==> src/verilog/lrs_params.svh <==
`ifndef LRS_PARAMS_SVH
`define LRS_PARAMS_SVH

// ****************************************
// Register offsets
// ****************************************
`define LRS_ANALOG_RAIL_CONTROL_OFFSET 8'h40
`define LRS_CORE_1V8_RAIL_CONTROL_OFFSET 8'h43
`define LRS_RAIL_STATUS_OFFSET 8'h4A

// ****************************************
// Reset values
// ****************************************
`define LRS_RAIL_CONTROL_RESET 8'h3C
`define LRS_RAIL_STATUS_RESET 8'h00
`define LRS_READ_UNMAPPED 8'h00

// ****************************************
// Field positions
// ****************************************
`define LRS_STATE_LSB 0
`define LRS_STATE_MSB 2
`define LRS_EXIT_LSB 3
`define LRS_EXIT_MSB 5
`define LRS_RSVD_LSB 6
`define LRS_RSVD_MSB 7
`define LRS_STATUS_OC_LSB 0
`define LRS_STATUS_UV_LSB 4

// ****************************************
// Field codes
// ****************************************
`define LRS_CODE_OFF 3'h4
`define LRS_CODE_LOW_POWER 3'h5
`define LRS_CODE_ACTIVE_A 3'h6
`define LRS_CODE_ACTIVE_B 3'h7

`endif

==> src/verilog/lrs_pkg.sv <==
package lrs_pkg;

   localparam int unsigned LRS_NUM_RAILS = 2;

   typedef enum logic [2:0] {
      LRS_MODE_OFF = 3'b001,
      LRS_MODE_LOW_POWER = 3'b010,
      LRS_MODE_ACTIVE = 3'b100
   } lrs_mode_t;

   typedef struct packed {
      logic wr;
      logic rd;
      logic [7:0] addr;
      logic [7:0] wdata;
   } lrs_reg_req_t;

   typedef struct packed {
      logic valid;
      logic [7:0] rdata;
   } lrs_reg_rsp_t;

   typedef struct packed {
      lrs_mode_t mode;
      logic enable;
      logic discharge_en;
   } lrs_rail_out_t;

endpackage : lrs_pkg

==> src/verilog/lrs_rail_ctrl.sv <==
`timescale 1ns/1ps
`include "lrs_params.svh"

// Functional notes
// An 8-bit read/write analog rail control register sits at 0x40 and resets to 0x3C.
// An 8-bit read/write 1.8 V rail control register sits at 0x43 and resets to 0x3C.
// Bits 2:0 set the rail state: code 4 off, 5 low power, 6 and 7 active, 0 to 3 reserved.
// Bits 5:3 hold a standby-exit state that is applied to the rail when the exit pin asserts.
// On standby exit, exit codes 0 to 3 leave the state alone and 4, 5, 6-7 copy off, low, active.
// The host writes the standby-exit fields after power-up before relying on standby exit.
// Each rail is controlled only by its own register though the supply pins are shared.
// Over-current and under-voltage events of each rail are flagged as readable status.
// The analog rail output is actively discharged whenever that rail is shut down.
// The 1.8 V rail output is actively discharged whenever that rail is shut down.
// The measured output current of the 1.8 V rail is passed on to the converter subsystem; the code passes it only while the rail is not off, else 0.
// Bits 7:6 of each rail register read as zero and ignore writes.
module lrs_rail_ctrl (
   input wire logic core_clk,
   input wire logic rst_n,
   input wire lrs_pkg::lrs_reg_req_t reg_req,
   output lrs_pkg::lrs_reg_rsp_t reg_rsp,
   input wire logic standby_exit_pin,
   input wire logic [1:0] rail_oc_raw,
   input wire logic [1:0] rail_uv_raw,
   input wire logic [9:0] core_1v8_imon_raw,
   output lrs_pkg::lrs_rail_out_t analog_rail_out,
   output lrs_pkg::lrs_rail_out_t core_1v8_rail_out,
   output logic [9:0] core_1v8_imon_adc,
   output logic core_1v8_imon_valid
);
   import lrs_pkg::*;

   // ****************************************
   // Reset release
   // ****************************************
   logic rst_sync_a;
   logic rst_sync_b;

   always_ff @(posedge core_clk or negedge rst_n) begin
      if (!rst_n) begin
         rst_sync_a <= 1'b0;
         rst_sync_b <= 1'b0;
      end else begin
         rst_sync_a <= 1'b1;
         rst_sync_b <= rst_sync_a;
      end
   end

   wire logic sys_rst_n = rst_sync_b;

   // ****************************************
   // Pin synchronisers
   // ****************************************
   logic exit_meta;
   logic exit_sync;
   logic exit_prev;
   logic [1:0] oc_meta;
   logic [1:0] oc_sync;
   logic [1:0] uv_meta;
   logic [1:0] uv_sync;
   logic [9:0] imon_meta;
   logic [9:0] imon_sync;

   always_ff @(posedge core_clk or negedge sys_rst_n) begin
      if (!sys_rst_n) begin
         exit_meta <= 1'b0;
         exit_sync <= 1'b0;
         exit_prev <= 1'b0;
         oc_meta <= 2'h0;
         oc_sync <= 2'h0;
         uv_meta <= 2'h0;
         uv_sync <= 2'h0;
         imon_meta <= 10'h000;
         imon_sync <= 10'h000;
      end else begin
         exit_meta <= standby_exit_pin;
         exit_sync <= exit_meta;
         exit_prev <= exit_sync;
         oc_meta <= rail_oc_raw;
         oc_sync <= oc_meta;
         uv_meta <= rail_uv_raw;
         uv_sync <= uv_meta;
         imon_meta <= core_1v8_imon_raw;
         imon_sync <= imon_meta;
      end
   end

   // Exit takes effect once per assertion
   wire logic exit_event = exit_sync & ~exit_prev;

   // ****************************************
   // Rail control registers
   // ****************************************
   logic [7:0] rail_ctrl [LRS_NUM_RAILS];
   lrs_mode_t rail_mode [LRS_NUM_RAILS];
   logic [7:0] rail_offset [LRS_NUM_RAILS];

   assign rail_offset[0] = `LRS_ANALOG_RAIL_CONTROL_OFFSET;
   assign rail_offset[1] = `LRS_CORE_1V8_RAIL_CONTROL_OFFSET;

   function automatic lrs_mode_t decode_mode(input logic [2:0] code, input lrs_mode_t held);
      lrs_mode_t m;
      m = held;
      if (code == `LRS_CODE_OFF) begin
         m = LRS_MODE_OFF;
      end else if (code == `LRS_CODE_LOW_POWER) begin
         m = LRS_MODE_LOW_POWER;
      end else if (code == `LRS_CODE_ACTIVE_A || code == `LRS_CODE_ACTIVE_B) begin
         m = LRS_MODE_ACTIVE;
      end
      return m;
   endfunction : decode_mode

   genvar gi;
   generate
      for (gi = 0; gi < LRS_NUM_RAILS; gi++) begin : g_rail
         logic [7:0] next_ctrl;
         logic [2:0] exit_code;

         assign exit_code = next_ctrl[`LRS_EXIT_MSB:`LRS_EXIT_LSB];

         always_comb begin
            next_ctrl = rail_ctrl[gi];
            if (reg_req.wr && reg_req.addr == rail_offset[gi]) begin
               next_ctrl = {2'b00, reg_req.wdata[`LRS_EXIT_MSB:`LRS_STATE_LSB]};
            end
            if (exit_event && exit_code[2]) begin
               next_ctrl[`LRS_STATE_MSB:`LRS_STATE_LSB] = exit_code;
            end
         end

         always_ff @(posedge core_clk or negedge sys_rst_n) begin
            if (!sys_rst_n) begin
               rail_ctrl[gi] <= `LRS_RAIL_CONTROL_RESET;
            end else begin
               rail_ctrl[gi] <= next_ctrl;
            end
         end

         // Reserved state codes keep the last valid mode
         always_ff @(posedge core_clk or negedge sys_rst_n) begin
            if (!sys_rst_n) begin
               rail_mode[gi] <= LRS_MODE_OFF;
            end else begin
               rail_mode[gi] <= decode_mode(rail_ctrl[gi][`LRS_STATE_MSB:`LRS_STATE_LSB],
                                            rail_mode[gi]);
            end
         end
      end
   endgenerate

   // ****************************************
   // Rail outputs
   // ****************************************
   always_ff @(posedge core_clk or negedge sys_rst_n) begin
      if (!sys_rst_n) begin
         analog_rail_out <= '{mode: LRS_MODE_OFF, enable: 1'b0, discharge_en: 1'b1};
         core_1v8_rail_out <= '{mode: LRS_MODE_OFF, enable: 1'b0, discharge_en: 1'b1};
      end else begin
         analog_rail_out.mode <= rail_mode[0];
         analog_rail_out.enable <= (rail_mode[0] != LRS_MODE_OFF);
         analog_rail_out.discharge_en <= (rail_mode[0] == LRS_MODE_OFF);
         core_1v8_rail_out.mode <= rail_mode[1];
         core_1v8_rail_out.enable <= (rail_mode[1] != LRS_MODE_OFF);
         core_1v8_rail_out.discharge_en <= (rail_mode[1] == LRS_MODE_OFF);
      end
   end

   // ****************************************
   // Current monitor hand-off
   // ****************************************
   always_ff @(posedge core_clk or negedge sys_rst_n) begin
      if (!sys_rst_n) begin
         core_1v8_imon_adc <= 10'h000;
         core_1v8_imon_valid <= 1'b0;
      end else begin
         core_1v8_imon_valid <= (rail_mode[1] != LRS_MODE_OFF);
         core_1v8_imon_adc <= (rail_mode[1] != LRS_MODE_OFF) ? imon_sync : 10'h000;
      end
   end

   // ****************************************
   // Fault status
   // ****************************************
   logic [1:0] oc_flag;
   logic [1:0] uv_flag;
   wire logic status_wr = reg_req.wr && reg_req.addr == `LRS_RAIL_STATUS_OFFSET;

   // Set wins over a write-one clear in the same cycle
   always_ff @(posedge core_clk or negedge sys_rst_n) begin
      if (!sys_rst_n) begin
         oc_flag <= 2'h0;
         uv_flag <= 2'h0;
      end else begin
         oc_flag <= (oc_flag & ~(status_wr ? reg_req.wdata[1:0] : 2'h0)) | oc_sync;
         uv_flag <= (uv_flag & ~(status_wr ? reg_req.wdata[5:4] : 2'h0)) | uv_sync;
      end
   end

   // ****************************************
   // Register read
   // ****************************************
   logic [7:0] next_rdata;

   always_comb begin
      if (reg_req.addr == rail_offset[0]) begin
         next_rdata = rail_ctrl[0];
      end else if (reg_req.addr == rail_offset[1]) begin
         next_rdata = rail_ctrl[1];
      end else if (reg_req.addr == `LRS_RAIL_STATUS_OFFSET) begin
         next_rdata = {2'b00, uv_flag, 2'b00, oc_flag};
      end else begin
         next_rdata = `LRS_READ_UNMAPPED;
      end
   end

   always_ff @(posedge core_clk or negedge sys_rst_n) begin
      if (!sys_rst_n) begin
         reg_rsp <= '{valid: 1'b0, rdata: 8'h00};
      end else begin
         reg_rsp.valid <= reg_req.rd;
         reg_rsp.rdata <= reg_req.rd ? next_rdata : 8'h00;
      end
   end

endmodule : lrs_rail_ctrl

==> config.mk <==
export PLATFORM = sky130hd
export DESIGN_NAME = lrs_rail_ctrl
export DESIGN_NICKNAME = d
export VERILOG_FILES = /design/src/verilog/lrs_pkg.sv /design/src/verilog/lrs_rail_ctrl.sv
export VERILOG_INCLUDE_DIRS = /design/src /design/src/verilog
export SDC_FILE = /design/constraint.sdc
export NUM_CORES = 1
export LEC_CHECK = 0
export BUFFER_PORTS_ARGS = -buffer_cell sky130_fd_sc_hd__buf_2
export CAP_MARGIN = 20
export CORE_MARGIN = 5
export CORE_UTILIZATION = 55
export CTS_CLUSTER_DIAMETER = 120
export DETAILED_ROUTE_END_ITERATION = 7
export PLACE_DENSITY = 0.82
export SYNTH_ARGS = -nofsm -noshare
export SYNTH_HDL_FRONTEND = slang
export SYNTH_SLANG_ARGS = --single-unit
==> constraint.sdc <==
create_clock -name core_clk -period 6.7 [get_ports core_clk]
set_input_delay 0 -clock core_clk [delete_from_list [all_inputs] [get_ports core_clk]]
set_output_delay 0 -clock core_clk [all_outputs]
set_load 0.005 [all_outputs]
# [Word-level counts from Yosys, hierarchy flattened]
# Cells that the tools add are included.
[totals] reg_bits=84
[op_classes] n_eq_ne=15 mux=17 bitwise=8 reduce_logical=11
[op_table] cell="$eq A3 B3 Y1 const B" count=8
[op_table] cell="$eq A8 B7 Y1 const B" count=3
[op_table] cell="$mux W3" count=8
[op_table] cell="$mux W8" count=3
[op_table] cell="$mux W6" count=3
[op_table] cell="$mux W10" count=1
[op_table] cell="$eq A3 B1 Y1 const B" count=2
[op_table] cell="$ne A3 B1 Y1 const B" count=2
[op_table] cell="$reduce_bool A3 Y1" count=2
[op_table] cell="$logic_and A1 B1 Y1" count=5
[op_table] cell="$and A2 B2 Y2" count=2
[op_table] cell="$mux W2" count=2
[op_table] cell="$not A2 Y2" count=2
[op_table] cell="$or A2 B2 Y2" count=2
[op_table] cell="$reduce_bool A2 Y1" count=2
[op_table] cell="$logic_or A1 B1 Y1" count=2
[op_table] cell="$and A1 B1 Y1" count=1
[op_table] cell="$not A1 Y1" count=1

# [Depth between registers and ports, before layout]
[logic_depth] depth_word=6 depth_mapped=4 mapped_depth_nobuf=3

# [Worst setup path before layout]
# Ideal clock, no wire load.
[synth_timing] path_type="reg2reg" start="register rail_ctrl[13] in the netlist's numbering" end="register reg_rsp[5] in the netlist's numbering" setup_ns=0.080 t_arrival_ns=1.209 required_time_ns=6.620 slack_ns=5.411 path_stages_with_launch=4 synth_period_minus_slack_ns=1.289 cell_sequence="dfstp_2 or3b_2 a21o_1 a21oi_1"
[synth_between] elab_chain_len=2
[synth_rtl] item="start, declared" line_no="lrs_rail_ctrl.sv:94" text="logic [7:0] rail_ctrl [LRS_NUM_RAILS];"
[synth_rtl] item="start signal, assigned by index" line_no="lrs_rail_ctrl.sv:134" text="rail_ctrl[gi] <= `LRS_RAIL_CONTROL_RESET;"
[synth_rtl] item="start signal, assigned by index" line_no="lrs_rail_ctrl.sv:136" text="rail_ctrl[gi] <= next_ctrl;"
[synth_rtl] item="$mux W8" line_no="lrs_rail_ctrl.sv:206" text="if (reg_req.addr == rail_offset[0]) begin"
[synth_rtl] item="$mux W8" line_no="lrs_rail_ctrl.sv:222" text="reg_rsp.rdata <= reg_req.rd ? next_rdata : 8'h00;"
[synth_rtl] item="end signal, assigned" line_no="lrs_rail_ctrl.sv:219" text="reg_rsp <= '{valid: 1'b0, rdata: 8'h00};"
[synth_rtl] item="end, declared" line_no="lrs_rail_ctrl.sv:21" text="output lrs_pkg::lrs_reg_rsp_t reg_rsp,"
# Every way passes these cells.
# A chain may end at the register's enable or synchronous reset.

# [Final worst setup path]
# Same ends and word-level chain as after synthesis.

==> metrics.log <==
[metrics] status: finished clean
[metrics] Post-Route WL: between 4000 and 5000 um
[metrics] CP Launch Type: flop
[metrics] unique cell type count in the Yosys netlist: 27
[metrics] starting density of the core: approximately 56%
[metrics] largest fanout on the critical path: 3
[metrics] per-cell via count in the routed design: between 4 and 5
[metrics] CTS tree: done
[metrics] Tightest Pin Transition: 0.716 ns
[metrics] netlist area before placement: between 2000 and 3000 sq um
[metrics] GRT met2 Usage: between 20% and 30%
[metrics] vias in the first global route: 1739
[metrics] area of combinational cells with multiple inputs: around 700 sq um
[metrics] max-slew violation total from the final report: 0
[metrics] end of the worst register-to-register path: reg_rsp[5]$_DFF_PN0_
[metrics] count of max-cap constraint violations: 0
[metrics] synthesized instance count: approximately 190
[metrics] vertical die dimension: around 82 um
[metrics] cells resized by post-CTS repair: 0
[metrics] met1 capacity usage during global routing: roughly a fifth
[metrics] total of buffers placed on input and output ports: 60
[metrics] H-tree lvl count: 3
[metrics] biggest area consumer among synthesized cells: sky130_fd_sc_hd__dfrtp_1
[metrics] I/O pin cnt: 65
[metrics] summed negative setup slack over all endpoints: 0 ns
[metrics] GP Congestion: roughly 0.79
[metrics] count of state elements after synthesis: ~80
[metrics] number of antenna violations at the first check in global routing: 0
[metrics] total area of sequential cells: ~2100 sq um
[metrics] worst reg-to-reg path cell count: 3
[metrics] Critical Path Max Stage Delay: 0.55 ns
[metrics] capturing element type of the critical path: flop
[metrics] count of clock tree sinks: between 80 and 90
[metrics] most crowded layer after global routing: met2
[metrics] worst hold endpoint: reg_rsp[1]$_DFF_PN0_
[metrics] Final nets: 310
[metrics] layout cells sized above 1: between 30 and 40%
[metrics] Period Utilization, post-route: just over 20%
[metrics] startpoint of the most critical hold path: reg_req[8]
[metrics] share of the core filled with cells in the final layout: 72.9%
[metrics] residual DRC count: 0
[metrics] drt wl/cell: between 10 and 15 um
[metrics] RSZ-0062 raised after global routing: false
[metrics] Synth Warn #: 0
[metrics] Iter 0 DRT Violations: around 120
[metrics] total power density per cell area: 284 nW/um^2
[metrics] most common cell after layout, fill and taps aside: sky130_fd_sc_hd__dfrtp_1
[metrics] Critical Path RT: 6.96 ns
[metrics] x dimension of the die: around 80 um
[metrics] count of filler cells inserted in the layout: around 320
[metrics] placeable core area: 5040 sq um
[metrics] area delta synth->final: 30.0%
[metrics] setup slack of the worst register-to-register path: approximately 5.3 ns
[metrics] Setup Fix Bufs, Post-CTS: 0
[metrics] final-report hold violation count: 0
[metrics] peak clock frequency supported by timing: 731 MHz
[metrics] worst-case headroom to the max-slew limit: a little over half
[metrics] Antenna diodes: 0
[metrics] insertion delay of the later-clocked pin in the worst-skew pair: ~0.34 ns
[metrics] commonest non-fill, non-tap cells in the layout: sky130_fd_sc_hd__dfrtp_1 (67), sky130_fd_sc_hd__buf_2 (60), sky130_fd_sc_hd__dlygate4sd3_1 (24)
[metrics] leakage component of the power: ~1.7 nW
[metrics] DR vias: around 1700
[metrics] worst hold path stage count: 3
[metrics] maximum number of pins on one net before global-route repair: roughly 80
[metrics] ranking of synthesized cells by area: sky130_fd_sc_hd__dfrtp_1 (60%), sky130_fd_sc_hd__dfstp_2 (13%), sky130_fd_sc_hd__mux2i_1 (4.2%), sky130_fd_sc_hd__nor2b_1 (3.1%), sky130_fd_sc_hd__mux2_2 (2.4%)
[metrics] wire length of the first global-routing pass: approximately 8300 um
[metrics] fraction of synthesized cell area taken by the top area cell type: 60.2%
[metrics] launching point of the worst reg2reg path: rail_ctrl[13]$_DFF_PN1_
[metrics] number of optimization iterations in the first detailed-route pass: 4
[metrics] Setup CP Type: reg2reg
[metrics] Worst-path clk slew: roughly 0.08 ns
[metrics] Final setup violation count: 0
[metrics] worst min-delay path category: in2reg
[metrics] overall die area: 6680 sq um
[metrics] critical path data arrival time: 1.63 ns
[metrics] number of clock buffers inserted by TritonCTS: 9
[metrics] Slowest-stage cell, CP: sky130_fd_sc_hd__dfstp_2
[metrics] portion of the post-synthesis area used by sequential elements: between 70% and 80%
[metrics] Max IR drop VDD: between 0.2 and 0.3 mV
[metrics] post-detailed-route count of antenna-violating nets: 0
[metrics] half-perimeter wire length of the detailed placement result: around 3200 um
[metrics] time the worst path needs with I/O delays and setup: between 1 and 1.5 ns
[metrics] global-route met3 utilization: 3.40%
[metrics] average footprint of a synthesized cell: 15.3 sq um
[metrics] Worst Skew: approximately 0.0061 ns
[metrics] worst-case clock buffer depth: 2
[metrics] cell chain of the critical path: or3b_2 -> a21o_1 -> a21oi_1
[metrics] clock root buffer: sky130_fd_sc_hd__clkbuf_8
[metrics] sum of overflow across all layers after global routing: 0
[metrics] GR Util All Layers: between 10% and 20%
[metrics] row cnt: 26
cells in the mapped netlist (all sizes together):
library cell  instances
clkbuf                4
nor4b                 1
mux2                  9
buf                   4
or3b                  4
nor2                  4
conb                  2
nand4                 4
a22oi                 2
dfrtp                68
nand3                 8
a21oi                 4
nor2b                14
o21ai                 3
nor3                  2
inv                   5
nor3b                 1
and3b                 2
mux2i                12
dfstp                14
nand2                 5
nand3b                5
a21o                  8
flip-flops by register name, summed over array words and instances (netlist names), 4 cells and up:
name / cells
rail_ctrl: 12
core_1v8_imon_adc: 10
imon_meta: 10
imon_sync: 10
reg_rsp: 7
rail_mode: 6
analog_rail_out: 5
core_1v8_rail_out: 4
how the worst max path moves through the flow:
stage,from,end,slack (ns),cells past startpoint
after floorplan,rst_sync_b$_DFF_PN0_,analog_rail_out[1]$_DFF_PN0_,4.27,0
after global placement,reg_req[15],rail_ctrl[5]$_DFF_PN1_,5.35,4
after detailed placement,reg_req[15],rail_ctrl[5]$_DFF_PN1_,5.32,4
after CTS,rail_ctrl[13]$_DFF_PN1_,reg_rsp[5]$_DFF_PN0_,5.33,3
after global routing,rail_ctrl[13]$_DFF_PN1_,reg_rsp[5]$_DFF_PN0_,5.27,3
final,rail_ctrl[13]$_DFF_PN1_,reg_rsp[5]$_DFF_PN0_,5.33,3
power by group:
group	leakage, nW	switching [mW]	total [mW]	internal [mW]
Sequential	0.930	0.0243	0.568	0.544
Combinational	0.709	0.0440	0.0952	0.0513
Clock	0.103	0.171	0.382	0.211
cell families after synthesis:
group	count (synthesis)	synth area share, %
flops	82	73.2
simple gates	50	12.3
mux	21	8.23
compound gates	17	3.89
buf+inv	13	2.17
other cells	2	0.265
per-stage QoR:
| stage | std cells | power, mW | hold WS [ns] | cell area, sq um | worst slack (ns) |
|---|---|---|---|---|---|
| after floorplan | 186 | 0.619 | -0.296 | 2830 | 4.27 |
| after global placement | 309 | 0.654 | -0.215 | 3190 | 5.35 |
| after detailed placement | 309 | 0.660 | -0.214 | 3190 | 5.32 |
| after CTS | 349 | 1.05 | 0.00225 | 3650 | 5.33 |
| after global routing | 350 | 1.10 | 0.0339 | 3680 | 5.27 |
| final | 350 | 1.05 | 0.0225 | 3680 | 5.33 |
worst max-delay path: cells and delay by family (launching register included):
| family | cells | cell delay (ns) |
|---|---|---|
| flip-flops | 1 | 0.55 |
| AND/OR/NAND/NOR | 1 | 0.44 |
| AO/OA/AOI/OAI | 2 | 0.31 |
layout make-up:
cell class | instances | share of cell area [%]
flip-flops and latches | 82 | 56.4
clock inverters | 6 | 2.52
inverters | 5 | 0.510
repair buffers | 86 | 15.7
well taps | 70 | 2.38
clock buffers | 10 | 3.47
multi-input cells | 91 | 19.1
layer usage:
layer	vias to the layer above	part of all wire [%]
met4	0	1.4
li1	800	-
met5	-	0
met2	48	52
met1	812	41
met3	6	5.0
what timing repair did:
item / CTS / global route
hold buffers: 24 / 0
hold endpoints to repair: 30 / 0
endpoints found under the setup margin: 0 / 0
(Power assumes the default switching activity.)
